### src/core/gpc_consts.svh
`ifndef GPC_CONSTS_SVH
`define GPC_CONSTS_SVH

// ----------------------------------------
// Register byte offsets
// ----------------------------------------
`define GPC_OFF_DIR     8'h00
`define GPC_OFF_LAT     8'h04
`define GPC_OFF_PORT    8'h08
`define GPC_OFF_ODC     8'h0C
`define GPC_OFF_PCFG    8'h10
`define GPC_OFF_CHANGE_IRQ_ENABLE_1   8'h14
`define GPC_OFF_CHANGE_IRQ_ENABLE_2   8'h18
`define GPC_OFF_WEAK_PULLUP_ENABLE_1   8'h1C
`define GPC_OFF_WEAK_PULLUP_ENABLE_2   8'h20
`define GPC_OFF_PISEL0  8'h24
`define GPC_OFF_POSEL1  8'h28
`define GPC_OFF_POSEL2  8'h2C
`define GPC_OFF_STAT    8'h30
`define GPC_OFF_MASK    8'h34

// ----------------------------------------
// Reset values and writable masks
// ----------------------------------------
`define GPC_RST_DIR     16'hFFFF
`define GPC_RST_ZERO    16'h0000
`define GPC_RST_PISEL   16'h1F00
`define GPC_PISEL_MASK  16'h1F00
`define GPC_POSEL_MASK  16'h1F1F
`define GPC_CN2_MASK    16'h001F
`define GPC_STAT_MASK   16'h0001

// ----------------------------------------
// Field positions and codes
// ----------------------------------------
`define GPC_FLD_LO_LSB  0
`define GPC_FLD_HI_LSB  8
`define GPC_FLD_W       5
`define GPC_SEL_GND     5'h1F
`define GPC_ST_CHANGE   0

`endif

### src/core/gpc_pkg.sv
package gpc_pkg;
  // Register word and output-function code
  typedef logic [15:0] gpc_word_type;
  typedef logic [4:0]  gpc_func_type;
endpackage

### src/core/gpc_pin_drive.sv
`timescale 1ns/1ns
// Output mux for one port pin: latch or remapped peripheral, push-pull or open drain
module gpc_pin_drive
  import gpc_pkg::*;
#(
  parameter int NFUNC = 32
) (
  // Port controls
  input  wire logic             lat_bit,
  input  wire logic             dir_bit,
  input  wire logic             odc_bit,
  // Remapping
  input  wire gpc_func_type     func,
  input  wire logic [NFUNC-1:0] periph_out,
  // Pad drive
  output logic                  drv_out,
  output logic                  drv_oe
);
  wire       use_periph;
  wire       value;
  wire       want_drive;

  // Code zero leaves the pin to the latch and direction bit
  assign use_periph = (func != 5'h00);
  assign value      = use_periph ? periph_out[func] : lat_bit;
  assign want_drive = use_periph | ~dir_bit;
  // Open drain only ever pulls low; a high level floats for the external pull-up
  assign drv_out    = odc_bit ? 1'b0 : value;
  assign drv_oe     = want_drive & (odc_bit ? ~value : 1'b1);
endmodule // gpc_pin_drive

### src/core/gpc_port.sv
`timescale 1ns/1ns
`include "gpc_consts.svh"
module gpc_port
  import gpc_pkg::*;
#(
  parameter int NPIN  = 16,
  parameter int NCN   = 21,
  parameter int NFUNC = 32
) (
  // Clock and reset
  input  wire logic             pclk,
  input  wire logic             presetn,
  // APB slave
  input  wire logic             psel,
  input  wire logic             penable,
  input  wire logic             pwrite,
  input  wire logic [7:0]       paddr,
  input  wire logic [31:0]      pwdata,
  output logic      [31:0]      prdata,
  output logic                  pready,
  output logic                  pslverr,
  // Port pads
  input  wire logic [NPIN-1:0]  pad_in,
  output logic      [NPIN-1:0]  pad_out,
  output logic      [NPIN-1:0]  pad_oe,
  // Change-notify pads and pull-ups
  input  wire logic [NCN-1:0]   cn_pin_in,
  output logic      [NCN-1:0]   cn_pullup_en,
  // Peripherals and converter
  input  wire logic [NFUNC-1:0] periph_out,
  output logic      [NPIN-1:0]  adc_chan_en,
  output logic                  ext_irq1,
  // Interrupt
  output logic                  irq
);
  // ----------------------------------------
  // Registers
  // ----------------------------------------
  gpc_word_type      dir_bits;
  gpc_word_type      out_lat;
  gpc_word_type      odc;
  gpc_word_type      pcfg;
  gpc_word_type      change_irq_enable_1;
  gpc_word_type      change_irq_enable_2;
  gpc_word_type      weak_pullup_enable_1;
  gpc_word_type      weak_pullup_enable_2;
  gpc_word_type      pisel0;
  gpc_word_type      posel1;
  gpc_word_type      posel2;
  gpc_word_type      stat;
  gpc_word_type      mask;
  logic [NPIN-1:0]   pad_meta;
  logic [NPIN-1:0]   pad_sync;
  logic [NCN-1:0]    cn_meta;
  logic [NCN-1:0]    cn_sync;
  logic [NCN-1:0]    cn_prev;
  logic [2:0]        cn_warm;

  // ----------------------------------------
  // Bus decode
  // ----------------------------------------
  wire               setup_ph;
  wire               wr_en;
  wire               sel_dir,    sel_lat,    sel_port,   sel_odc,    sel_pcfg;
  wire               sel_change_irq_enable_1,  sel_change_irq_enable_2,  sel_weak_pullup_enable_1,  sel_weak_pullup_enable_2,  sel_pisel;
  wire               sel_posel1, sel_posel2, sel_stat,   sel_mask;
  wire               sel_any;
  wire gpc_word_type wdata;
  wire gpc_word_type port_rd;
  wire gpc_word_type rd_word;

  // Zero-wait slave: data is captured in setup, answered in the first access cycle
  assign setup_ph   = psel & ~penable;
  assign wr_en      = psel & penable & pready & pwrite;
  assign wdata      = pwdata[15:0];
  assign sel_dir    = (paddr == `GPC_OFF_DIR);
  assign sel_lat    = (paddr == `GPC_OFF_LAT);
  assign sel_port   = (paddr == `GPC_OFF_PORT);
  assign sel_odc    = (paddr == `GPC_OFF_ODC);
  assign sel_pcfg   = (paddr == `GPC_OFF_PCFG);
  assign sel_change_irq_enable_1  = (paddr == `GPC_OFF_CHANGE_IRQ_ENABLE_1);
  assign sel_change_irq_enable_2  = (paddr == `GPC_OFF_CHANGE_IRQ_ENABLE_2);
  assign sel_weak_pullup_enable_1  = (paddr == `GPC_OFF_WEAK_PULLUP_ENABLE_1);
  assign sel_weak_pullup_enable_2  = (paddr == `GPC_OFF_WEAK_PULLUP_ENABLE_2);
  assign sel_pisel  = (paddr == `GPC_OFF_PISEL0);
  assign sel_posel1 = (paddr == `GPC_OFF_POSEL1);
  assign sel_posel2 = (paddr == `GPC_OFF_POSEL2);
  assign sel_stat   = (paddr == `GPC_OFF_STAT);
  assign sel_mask   = (paddr == `GPC_OFF_MASK);
  assign sel_any    = sel_dir | sel_lat | sel_port | sel_odc | sel_pcfg | sel_change_irq_enable_1
                    | sel_change_irq_enable_2 | sel_weak_pullup_enable_1 | sel_weak_pullup_enable_2 | sel_pisel | sel_posel1
                    | sel_posel2 | sel_stat | sel_mask;

  // Analog pins read low whatever the pad level (bit set = digital)
  assign port_rd = pad_sync & pcfg;

  // Read mux; reserved bits are already held at zero in the registers
  assign rd_word = sel_dir    ? dir_bits :
                   sel_lat    ? out_lat  :
                   sel_port   ? port_rd  :
                   sel_odc    ? odc      :
                   sel_pcfg   ? pcfg     :
                   sel_change_irq_enable_1  ? change_irq_enable_1    :
                   sel_change_irq_enable_2  ? change_irq_enable_2    :
                   sel_weak_pullup_enable_1  ? weak_pullup_enable_1    :
                   sel_weak_pullup_enable_2  ? weak_pullup_enable_2    :
                   sel_pisel  ? pisel0   :
                   sel_posel1 ? posel1   :
                   sel_posel2 ? posel2   :
                   sel_stat   ? stat     :
                   sel_mask   ? mask     : `GPC_RST_ZERO;

  // ----------------------------------------
  // Bus answer
  // ----------------------------------------
  always_ff @(posedge pclk or negedge presetn) begin
    if (!presetn) begin
      pready  <= 1'b0;
      pslverr <= 1'b0;
      prdata  <= 32'h0000_0000;
    end else begin
      pready  <= setup_ph;
      pslverr <= setup_ph & ~sel_any;
      if (setup_ph) begin
        prdata <= {16'h0000, rd_word};
      end
    end
  end

  // ----------------------------------------
  // Port control registers
  // ----------------------------------------
  // Port value writes land in the output latch, as on the real port
  always_ff @(posedge pclk or negedge presetn) begin
    if (!presetn) begin
      dir_bits <= `GPC_RST_DIR;
      out_lat  <= `GPC_RST_ZERO;
      odc      <= `GPC_RST_ZERO;
      pcfg     <= `GPC_RST_ZERO;
    end else begin
      if (wr_en && sel_dir) begin
        dir_bits <= wdata;
      end
      if (wr_en && (sel_lat || sel_port)) begin
        out_lat <= wdata;
      end
      if (wr_en && sel_odc) begin
        odc <= wdata;
      end
      if (wr_en && sel_pcfg) begin
        pcfg <= wdata;
      end
    end
  end

  // Change-notify enables and pull-ups; only 21 pins exist, upper bits stay zero
  always_ff @(posedge pclk or negedge presetn) begin
    if (!presetn) begin
      change_irq_enable_1 <= `GPC_RST_ZERO;
      change_irq_enable_2 <= `GPC_RST_ZERO;
      weak_pullup_enable_1 <= `GPC_RST_ZERO;
      weak_pullup_enable_2 <= `GPC_RST_ZERO;
    end else begin
      if (wr_en && sel_change_irq_enable_1) begin
        change_irq_enable_1 <= wdata;
      end
      if (wr_en && sel_change_irq_enable_2) begin
        change_irq_enable_2 <= wdata & `GPC_CN2_MASK;
      end
      if (wr_en && sel_weak_pullup_enable_1) begin
        weak_pullup_enable_1 <= wdata;
      end
      if (wr_en && sel_weak_pullup_enable_2) begin
        weak_pullup_enable_2 <= wdata & `GPC_CN2_MASK;
      end
    end
  end

  // Pin-select registers keep only their implemented fields
  always_ff @(posedge pclk or negedge presetn) begin
    if (!presetn) begin
      pisel0 <= `GPC_RST_PISEL;
      posel1 <= `GPC_RST_ZERO;
      posel2 <= `GPC_RST_ZERO;
    end else begin
      if (wr_en && sel_pisel) begin
        pisel0 <= wdata & `GPC_PISEL_MASK;
      end
      if (wr_en && sel_posel1) begin
        posel1 <= wdata & `GPC_POSEL_MASK;
      end
      if (wr_en && sel_posel2) begin
        posel2 <= wdata & `GPC_POSEL_MASK;
      end
    end
  end

  // ----------------------------------------
  // Input synchronisers and change detection
  // ----------------------------------------
  wire [NCN-1:0]     cn_en;
  wire [NCN-1:0]     cn_pu;
  wire               change_hit;
  wire gpc_word_type stat_set;
  wire gpc_word_type stat_clr;
  wire gpc_word_type next_stat;

  assign cn_en      = {change_irq_enable_2[NCN-17:0], change_irq_enable_1};
  assign cn_pu      = {weak_pullup_enable_2[NCN-17:0], weak_pullup_enable_1};
  // Held off until both stages carry real pin levels, so a high idle pin
  // cannot look like a change just after reset
  assign change_hit = |((cn_sync ^ cn_prev) & cn_en) & cn_warm[2];
  assign stat_set   = {15'h0000, change_hit};
  assign stat_clr   = (wr_en && sel_stat) ? wdata : `GPC_RST_ZERO;
  // A new change wins over a clear in the same cycle
  assign next_stat  = ((stat & ~stat_clr) | stat_set) & `GPC_STAT_MASK;

  // Two flops on every pad before any logic sees it
  always_ff @(posedge pclk or negedge presetn) begin
    if (!presetn) begin
      pad_meta <= '0;
      pad_sync <= '0;
      cn_meta  <= '0;
      cn_sync  <= '0;
      cn_prev  <= '0;
      cn_warm  <= 3'b000;
    end else begin
      pad_meta <= pad_in;
      pad_sync <= pad_meta;
      cn_meta  <= cn_pin_in;
      cn_sync  <= cn_meta;
      cn_prev  <= cn_sync;
      cn_warm  <= {cn_warm[1:0], 1'b1};
    end
  end

  // Sticky change flag and its mask; needs a running clock, no wake in sleep here
  always_ff @(posedge pclk or negedge presetn) begin
    if (!presetn) begin
      stat <= `GPC_RST_ZERO;
      mask <= `GPC_RST_ZERO;
    end else begin
      stat <= next_stat;
      if (wr_en && sel_mask) begin
        mask <= wdata & `GPC_STAT_MASK;
      end
    end
  end

  // ----------------------------------------
  // Pad drive, remapping and outputs
  // ----------------------------------------
  wire [NPIN-1:0]    next_pad_out;
  wire [NPIN-1:0]    next_pad_oe;
  wire [4:0]         ext_sel;
  wire               next_ext;

  genvar gi;
  generate
    for (gi = 0; gi < NPIN; gi++) begin : g_pin
      wire gpc_func_type pin_func;
      // Pins 2 to 5 carry output-function fields; all others stay on the latch
      if (gi == 2) begin : g_f2
        assign pin_func = posel1[`GPC_FLD_LO_LSB +: `GPC_FLD_W];
      end else if (gi == 3) begin : g_f3
        assign pin_func = posel1[`GPC_FLD_HI_LSB +: `GPC_FLD_W];
      end else if (gi == 4) begin : g_f4
        assign pin_func = posel2[`GPC_FLD_LO_LSB +: `GPC_FLD_W];
      end else if (gi == 5) begin : g_f5
        assign pin_func = posel2[`GPC_FLD_HI_LSB +: `GPC_FLD_W];
      end else begin : g_fn
        assign pin_func = 5'h00;
      end
      gpc_pin_drive #(
        .NFUNC      (NFUNC)
      ) u_drive (
        .lat_bit    (out_lat[gi]),
        .dir_bit    (dir_bits[gi]),
        .odc_bit    (odc[gi]),
        .func       (pin_func),
        .periph_out (periph_out),
        .drv_out    (next_pad_out[gi]),
        .drv_oe     (next_pad_oe[gi])
      );
    end
  endgenerate

  // Codes 16 to 30 name no pin and read as low, like the ground code
  assign ext_sel  = pisel0[`GPC_FLD_HI_LSB +: `GPC_FLD_W];
  assign next_ext = (ext_sel == `GPC_SEL_GND) ? 1'b0 :
                    ext_sel[4]                ? 1'b0 : pad_sync[ext_sel[3:0]];

  // Every top-level output leaves from a flop
  always_ff @(posedge pclk or negedge presetn) begin
    if (!presetn) begin
      pad_out      <= '0;
      pad_oe       <= '0;
      cn_pullup_en <= '0;
      adc_chan_en  <= '0;
      ext_irq1     <= 1'b0;
      irq          <= 1'b0;
    end else begin
      pad_out      <= next_pad_out;
      pad_oe       <= next_pad_oe;
      cn_pullup_en <= cn_pu;
      adc_chan_en  <= ~pcfg;
      ext_irq1     <= next_ext;
      irq          <= |(next_stat & mask);
    end
  end

  // ----------------------------------------
  // Assertions
  // ----------------------------------------
  AST_OD_NEVER_HIGH: assert property (@(posedge pclk) disable iff (!presetn)
    ##1 ((pad_oe & pad_out & $past(odc)) == '0))
    else $error("open-drain pin driven high");
  AST_PCFG_RESET: assert property (@(posedge pclk)
    $rose(presetn) |-> (pcfg == `GPC_RST_ZERO))
    else $error("analog config not zero after reset");
  AST_PORT_ANALOG_ZERO: assert property (@(posedge pclk) disable iff (!presetn)
    (setup_ph && sel_port) |=> ((prdata[15:0] & ~$past(pcfg)) == 16'h0000))
    else $error("analog pin read as nonzero");
  AST_ADC_DIGITAL_OFF: assert property (@(posedge pclk) disable iff (!presetn)
    ##1 ((adc_chan_en & $past(pcfg)) == '0))
    else $error("digital pin feeds converter");
  AST_CHANGE_LATCH: assert property (@(posedge pclk) disable iff (!presetn)
    change_hit |=> stat[`GPC_ST_CHANGE] ##0 (irq == $past(mask[`GPC_ST_CHANGE])))
    else $error("change not latched");
  AST_CHANGE_DISABLED: assert property (@(posedge pclk) disable iff (!presetn)
    (cn_en == '0 && !stat[`GPC_ST_CHANGE]) |=> !stat[`GPC_ST_CHANGE])
    else $error("change flag set with enables clear");
  AST_CHANGE_STICKY: assert property (@(posedge pclk) disable iff (!presetn)
    (stat[`GPC_ST_CHANGE] && !(wr_en && sel_stat)) |=> stat[`GPC_ST_CHANGE])
    else $error("change flag dropped without clear");
  AST_PULLUP_FOLLOW: assert property (@(posedge pclk) disable iff (!presetn)
    ##1 (cn_pullup_en == $past(cn_pu)))
    else $error("pull-up does not follow enable");
  AST_EXT_GROUND: assert property (@(posedge pclk) disable iff (!presetn)
    (ext_sel == `GPC_SEL_GND) [*2] |-> !ext_irq1)
    else $error("grounded ext interrupt input is high");
  AST_SEL_RESERVED: assert property (@(posedge pclk) disable iff (!presetn)
    ((pisel0 & ~`GPC_PISEL_MASK) == 16'h0000) && ((posel1 & ~`GPC_POSEL_MASK) == 16'h0000))
    else $error("unimplemented select bits set");
  AST_FUNC_ZERO_LATCH: assert property (@(posedge pclk) disable iff (!presetn)
    (posel1[4:0] == 5'h00 && !dir_bits[2] && !odc[2])
      |=> (pad_oe[2] && (pad_out[2] == $past(out_lat[2]))))
    else $error("function zero pin not on latch");
endmodule // gpc_port

### config.mk
export PLATFORM = sky130hd
export DESIGN_NAME = gpc_port
export DESIGN_NICKNAME = d
export VERILOG_FILES = /design/src/core/gpc_pkg.sv /design/src/core/gpc_pin_drive.sv /design/src/core/gpc_port.sv
export VERILOG_INCLUDE_DIRS = /design/src /design/src/core
export SDC_FILE = /design/constraint.sdc
export NUM_CORES = 1
export LEC_CHECK = 0
export ABC_AREA = 0
export BUFFER_PORTS_ARGS = -buffer_cell sky130_fd_sc_hd__buf_2
export CORE_MARGIN = 2
export CORE_UTILIZATION = 50
export CTS_CLUSTER_SIZE = 24
export DETAILED_ROUTE_END_ITERATION = 8
export PLACE_DENSITY_LB_ADDON = 0.3
export SLEW_MARGIN = 25
export SYNTH_ARGS = -nofsm -noshare
export SYNTH_HDL_FRONTEND = slang
export SYNTH_SLANG_ARGS = --single-unit
### constraint.sdc
create_clock -name pclk -period 2 [get_ports pclk]
set_clock_uncertainty 0.2 [all_clocks]
set_input_delay 0.2 -clock pclk [delete_from_list [all_inputs] [get_ports pclk]]
set_output_delay 0.2 -clock pclk [all_outputs]
set_load 0.02 [all_outputs]
==> results.txt <==
vias in the first global route - 10100
post-route ant nets - 0
largest net degree at the start of global routing - 79
Synth Instances - 997
WL final - 37.9 mm
#FFs+latches synth - 320
H-tree level count - 1
area leader, netlist - dfrtp_1
Synth top area share - 55.4%
Post-synth top flop - dfrtp_1
Hold Fails Final Rpt - 0
Reg2Reg Depth - 5
Clock transition at path regs - 70 ps
Worst Path Required - 2280 ps
Vias - 9770
Period minus WS final - 2160 ps
PnR worst setup slack - -160 ps
CP startpoint kind - register
port bufs - 186
count of different cell masters after synthesis - 70
Max VDD drop - 0.000800 V
cell area after synthesis - 13500 um^2
setup violators final - 9
max cap viols - 0
core area - 26700 um^2
antenna cell count - 0
clk_lat worst skew - 580 ps
drt wl/cell - 22.1 um
Area Overhead vs Synth - 30.3%
hold crit path type - in2async
DRT Pass-1 Iters - 5
PD cells - 788 nW/um^2
TritonCTS clock tree - done
DP Wirelength - 27.1 mm
Tot Pwr - 13.9 mW
Root Buffer - clkbuf_16
Critical Path Sink Type - register
top cells by area, synth - dfrtp_1 (55%), mux2_2 (11%), mux4_2 (4.5%)
sequential-to-total area share from yosys stat - 59.5%
Sink Count - 320
Detailed Route Iter0 Violations - 654
Synth warnings - 0
Setup Crit Path Kind - reg2reg
# IOs - 219
Max Fclk - 0.463 GHz
Final Wtd Congestion - 0.995
CTS max path bufs - 3
die area - 28300 um^2
initial antenna violation count - 1
Setup WS pre-CTS - -264 ps
global route overflow - 0
gr usage total - 26.7%
failing checks - negative setup slack
LEAKAGE - 8.09 nW
Placement Rows - 60
RSZ-0062 raised after global routing - yes
layout cells sized above 1 - 45.1%
Async SR Flop Fraction - 100%
Die X-Extent - 168 um
Residual DRC - 0
Initial Utilization - 50.5%
Nets - 1466
Worst Path Max Fanout - 8
Die H - 168 um
critical path data arrival time - 2440 ps
setup_tns - -913 ps
clock buffer count from CTS - 31
first-pass GRT wire length - 58.1 mm
detail-routed via count per cell - 5.69
Post-synth EDFFs - 0
Tcrit/Tclk final - 108%
outcome - finished, violations left
Final Slew Violations - 0
Layout fillers - 1950
Syn Area/Cell - 13.5 um^2
[worst paths after layout]
check,start,to,slack [ps]
worst max-delay path,posel2[8],pad_oe[5],-160
min in group pclk,paddr[5],pslverr,50
worst min register to register,pad_meta[11],pad_sync[11],150
worst min-delay path,presetn,dir_bits[3],30
worst max register to register,posel2[8],pad_oe[5],-160
max in group asynchronous,presetn,posel1[0],1090
[cells in the final DEF, fill, tap and decap left out, drive strengths merged, types with 3 or more instances in the layout]
master,synthesis,final
nand2,41,41
a31o,5,5
clkinv,1,8
a221oi,15,15
conb,2,17
or4,4,4
a21o,5,5
clkbuf,20,42
nor2b,27,27
and2,5,5
xor2,21,21
dfstp,21,21
or3,3,3
bufinv,0,4
nor3,8,8
mux2,142,142
mux2i,24,24
a32oi,3,3
nand3,12,12
a211oi,3,3
o221ai,8,8
o31ai,6,6
o21ai,30,30
nor2,39,39
or2,6,6
o22ai,31,31
a22oi,23,23
dlygate4sd3,0,56
a31oi,10,10
mux4,27,27
a21oi,50,50
nor4,6,6
nand2b,8,8
inv,27,31
nand4,3,3
buf,44,315
dfrtp,299,299
[repair_timing]
| action | in CTS | in global routing |
|---|---|---|
| hold buffers | 57 | 0 |
| setup buffers | 0 | 5 |
| endpoints found under the setup margin | 17 | 19 |
| gates resized for setup | 14 | 31 |
| hold endpoints to repair | 480 | 0 |
| pin swaps | 2 | 12 |
[critical path: stages, from the launching register on]
cell and delay, ps:
dfrtp_2 490, mux4_2 520, mux4_2 470, nor2_1 110, o21ai_1 100, a22oi_1 170
[routing by layer]
layer / track usage [%] / up-vias / share of wire (%)
met5: 0 / - / 0.034
met4: 12.1 / 2 / 4.4
met3: 3.48 / 111 / 5.3
met2: 44.1 / 388 / 49
met1: 35.7 / 4931 / 42
li1: - / 4338 / -
[kinds of logic (layout without fill, tap and decap cells)]
logic type                Yosys count  after routing  synth area share [%]
other                               2             17                0.0556
muxes                             193            193                  18.4
xor gates and xnor gates           21             21                  1.36
and+or+nand+nor                   169            169                  7.13
AOI/OAI and AO/OA                 200            200                  10.0
DFF                               320            320                  59.5
buffers and inverters              92            457                  3.57
[report_power, final]
group | switching (mW) | internal (mW) | total, mW | leakage (nW)
Combinational | 0.616 | 0.445 | 1.06 | 3.64
Sequential | 0.103 | 6.64 | 6.74 | 3.93
Clock | 2.52 | 3.56 | 6.07 | 0.527
Total | 3.24 | 10.6 | 13.9 | 8.09
[cell type report]
cell class / count / area (um^2) / area share (%)
Multi-Input combinational cell: 600 / 5280 / 30.0
Clock inverter: 16 / 216 / 1.23
Clock buffer: 42 / 857 / 4.87
Sequential cell: 320 / 8040 / 45.7
Inverter: 28 / 105 / 0.597
Tap cell: 341 / 427 / 2.42
Timing Repair Buffer: 371 / 2680 / 15.2
[Yosys cell counts (3+ instances only)]
library cell  number
inv_1             27
or4_1              3
or3_1              3
a31oi_1           10
buf_4             18
a32oi_1            3
or2_2              4
nor4_1             3
nand3_1           12
mux2_4            10
nand2b_1           8
mux2_2           131
nor2b_1           27
o21ai_0           29
o31ai_1            5
buf_1              4
a22oi_1           23
a21o_1             5
clkbuf_1          19
nor2_1            30
and2_1             5
a221oi_1          10
a221oi_2           5
mux2i_1           24
o221ai_1           8
o22ai_1           31
buf_6              4
buf_2             17
nand2_1           41
dfstp_2           21
a211oi_1           3
a21oi_1           50
xor2_1            21
dfrtp_1          299
nor3_1             6
nor2_2             6
a31o_2             5
mux4_2            27
[metrics by stage]
stage          instances  util [%]  hold WS [ps]  cell area [um^2]
4_1_cts             1713      65.2          26.5             17400
5_1_grt             1718      65.9          36.3             17600
3_5_place_dp        1598      58.8         -86.3             15700
3_3_place_gp        1598      58.8         -89.5             15700
2_1_floorplan       1012         -          -296             13700
6_report            1718      65.9          33.8             17600
[registers in the layout (all words and copies together) (netlist names), 3 cells and up]
| name | cells |
|---|---|
| change_irq_enable_1 | 16 |
| weak_pullup_enable_1 | 16 |
| cn_meta | 21 |
| cn_sync | 21 |
| pad_sync | 16 |
| dir_bits | 16 |
| cn_prev | 21 |
| pad_oe | 16 |
| posel2 | 10 |
| out_lat | 16 |
| cn_pullup_en | 21 |
| pad_meta | 16 |
| adc_chan_en | 16 |
| prdata | 16 |
| weak_pullup_enable_2 | 5 |
| cn_warm | 3 |
| odc | 16 |
| pad_out | 16 |
| pisel0 | 5 |
| pcfg | 16 |
| posel1 | 10 |
| change_irq_enable_2 | 5 |
Power figures use the tool's default switching activity.
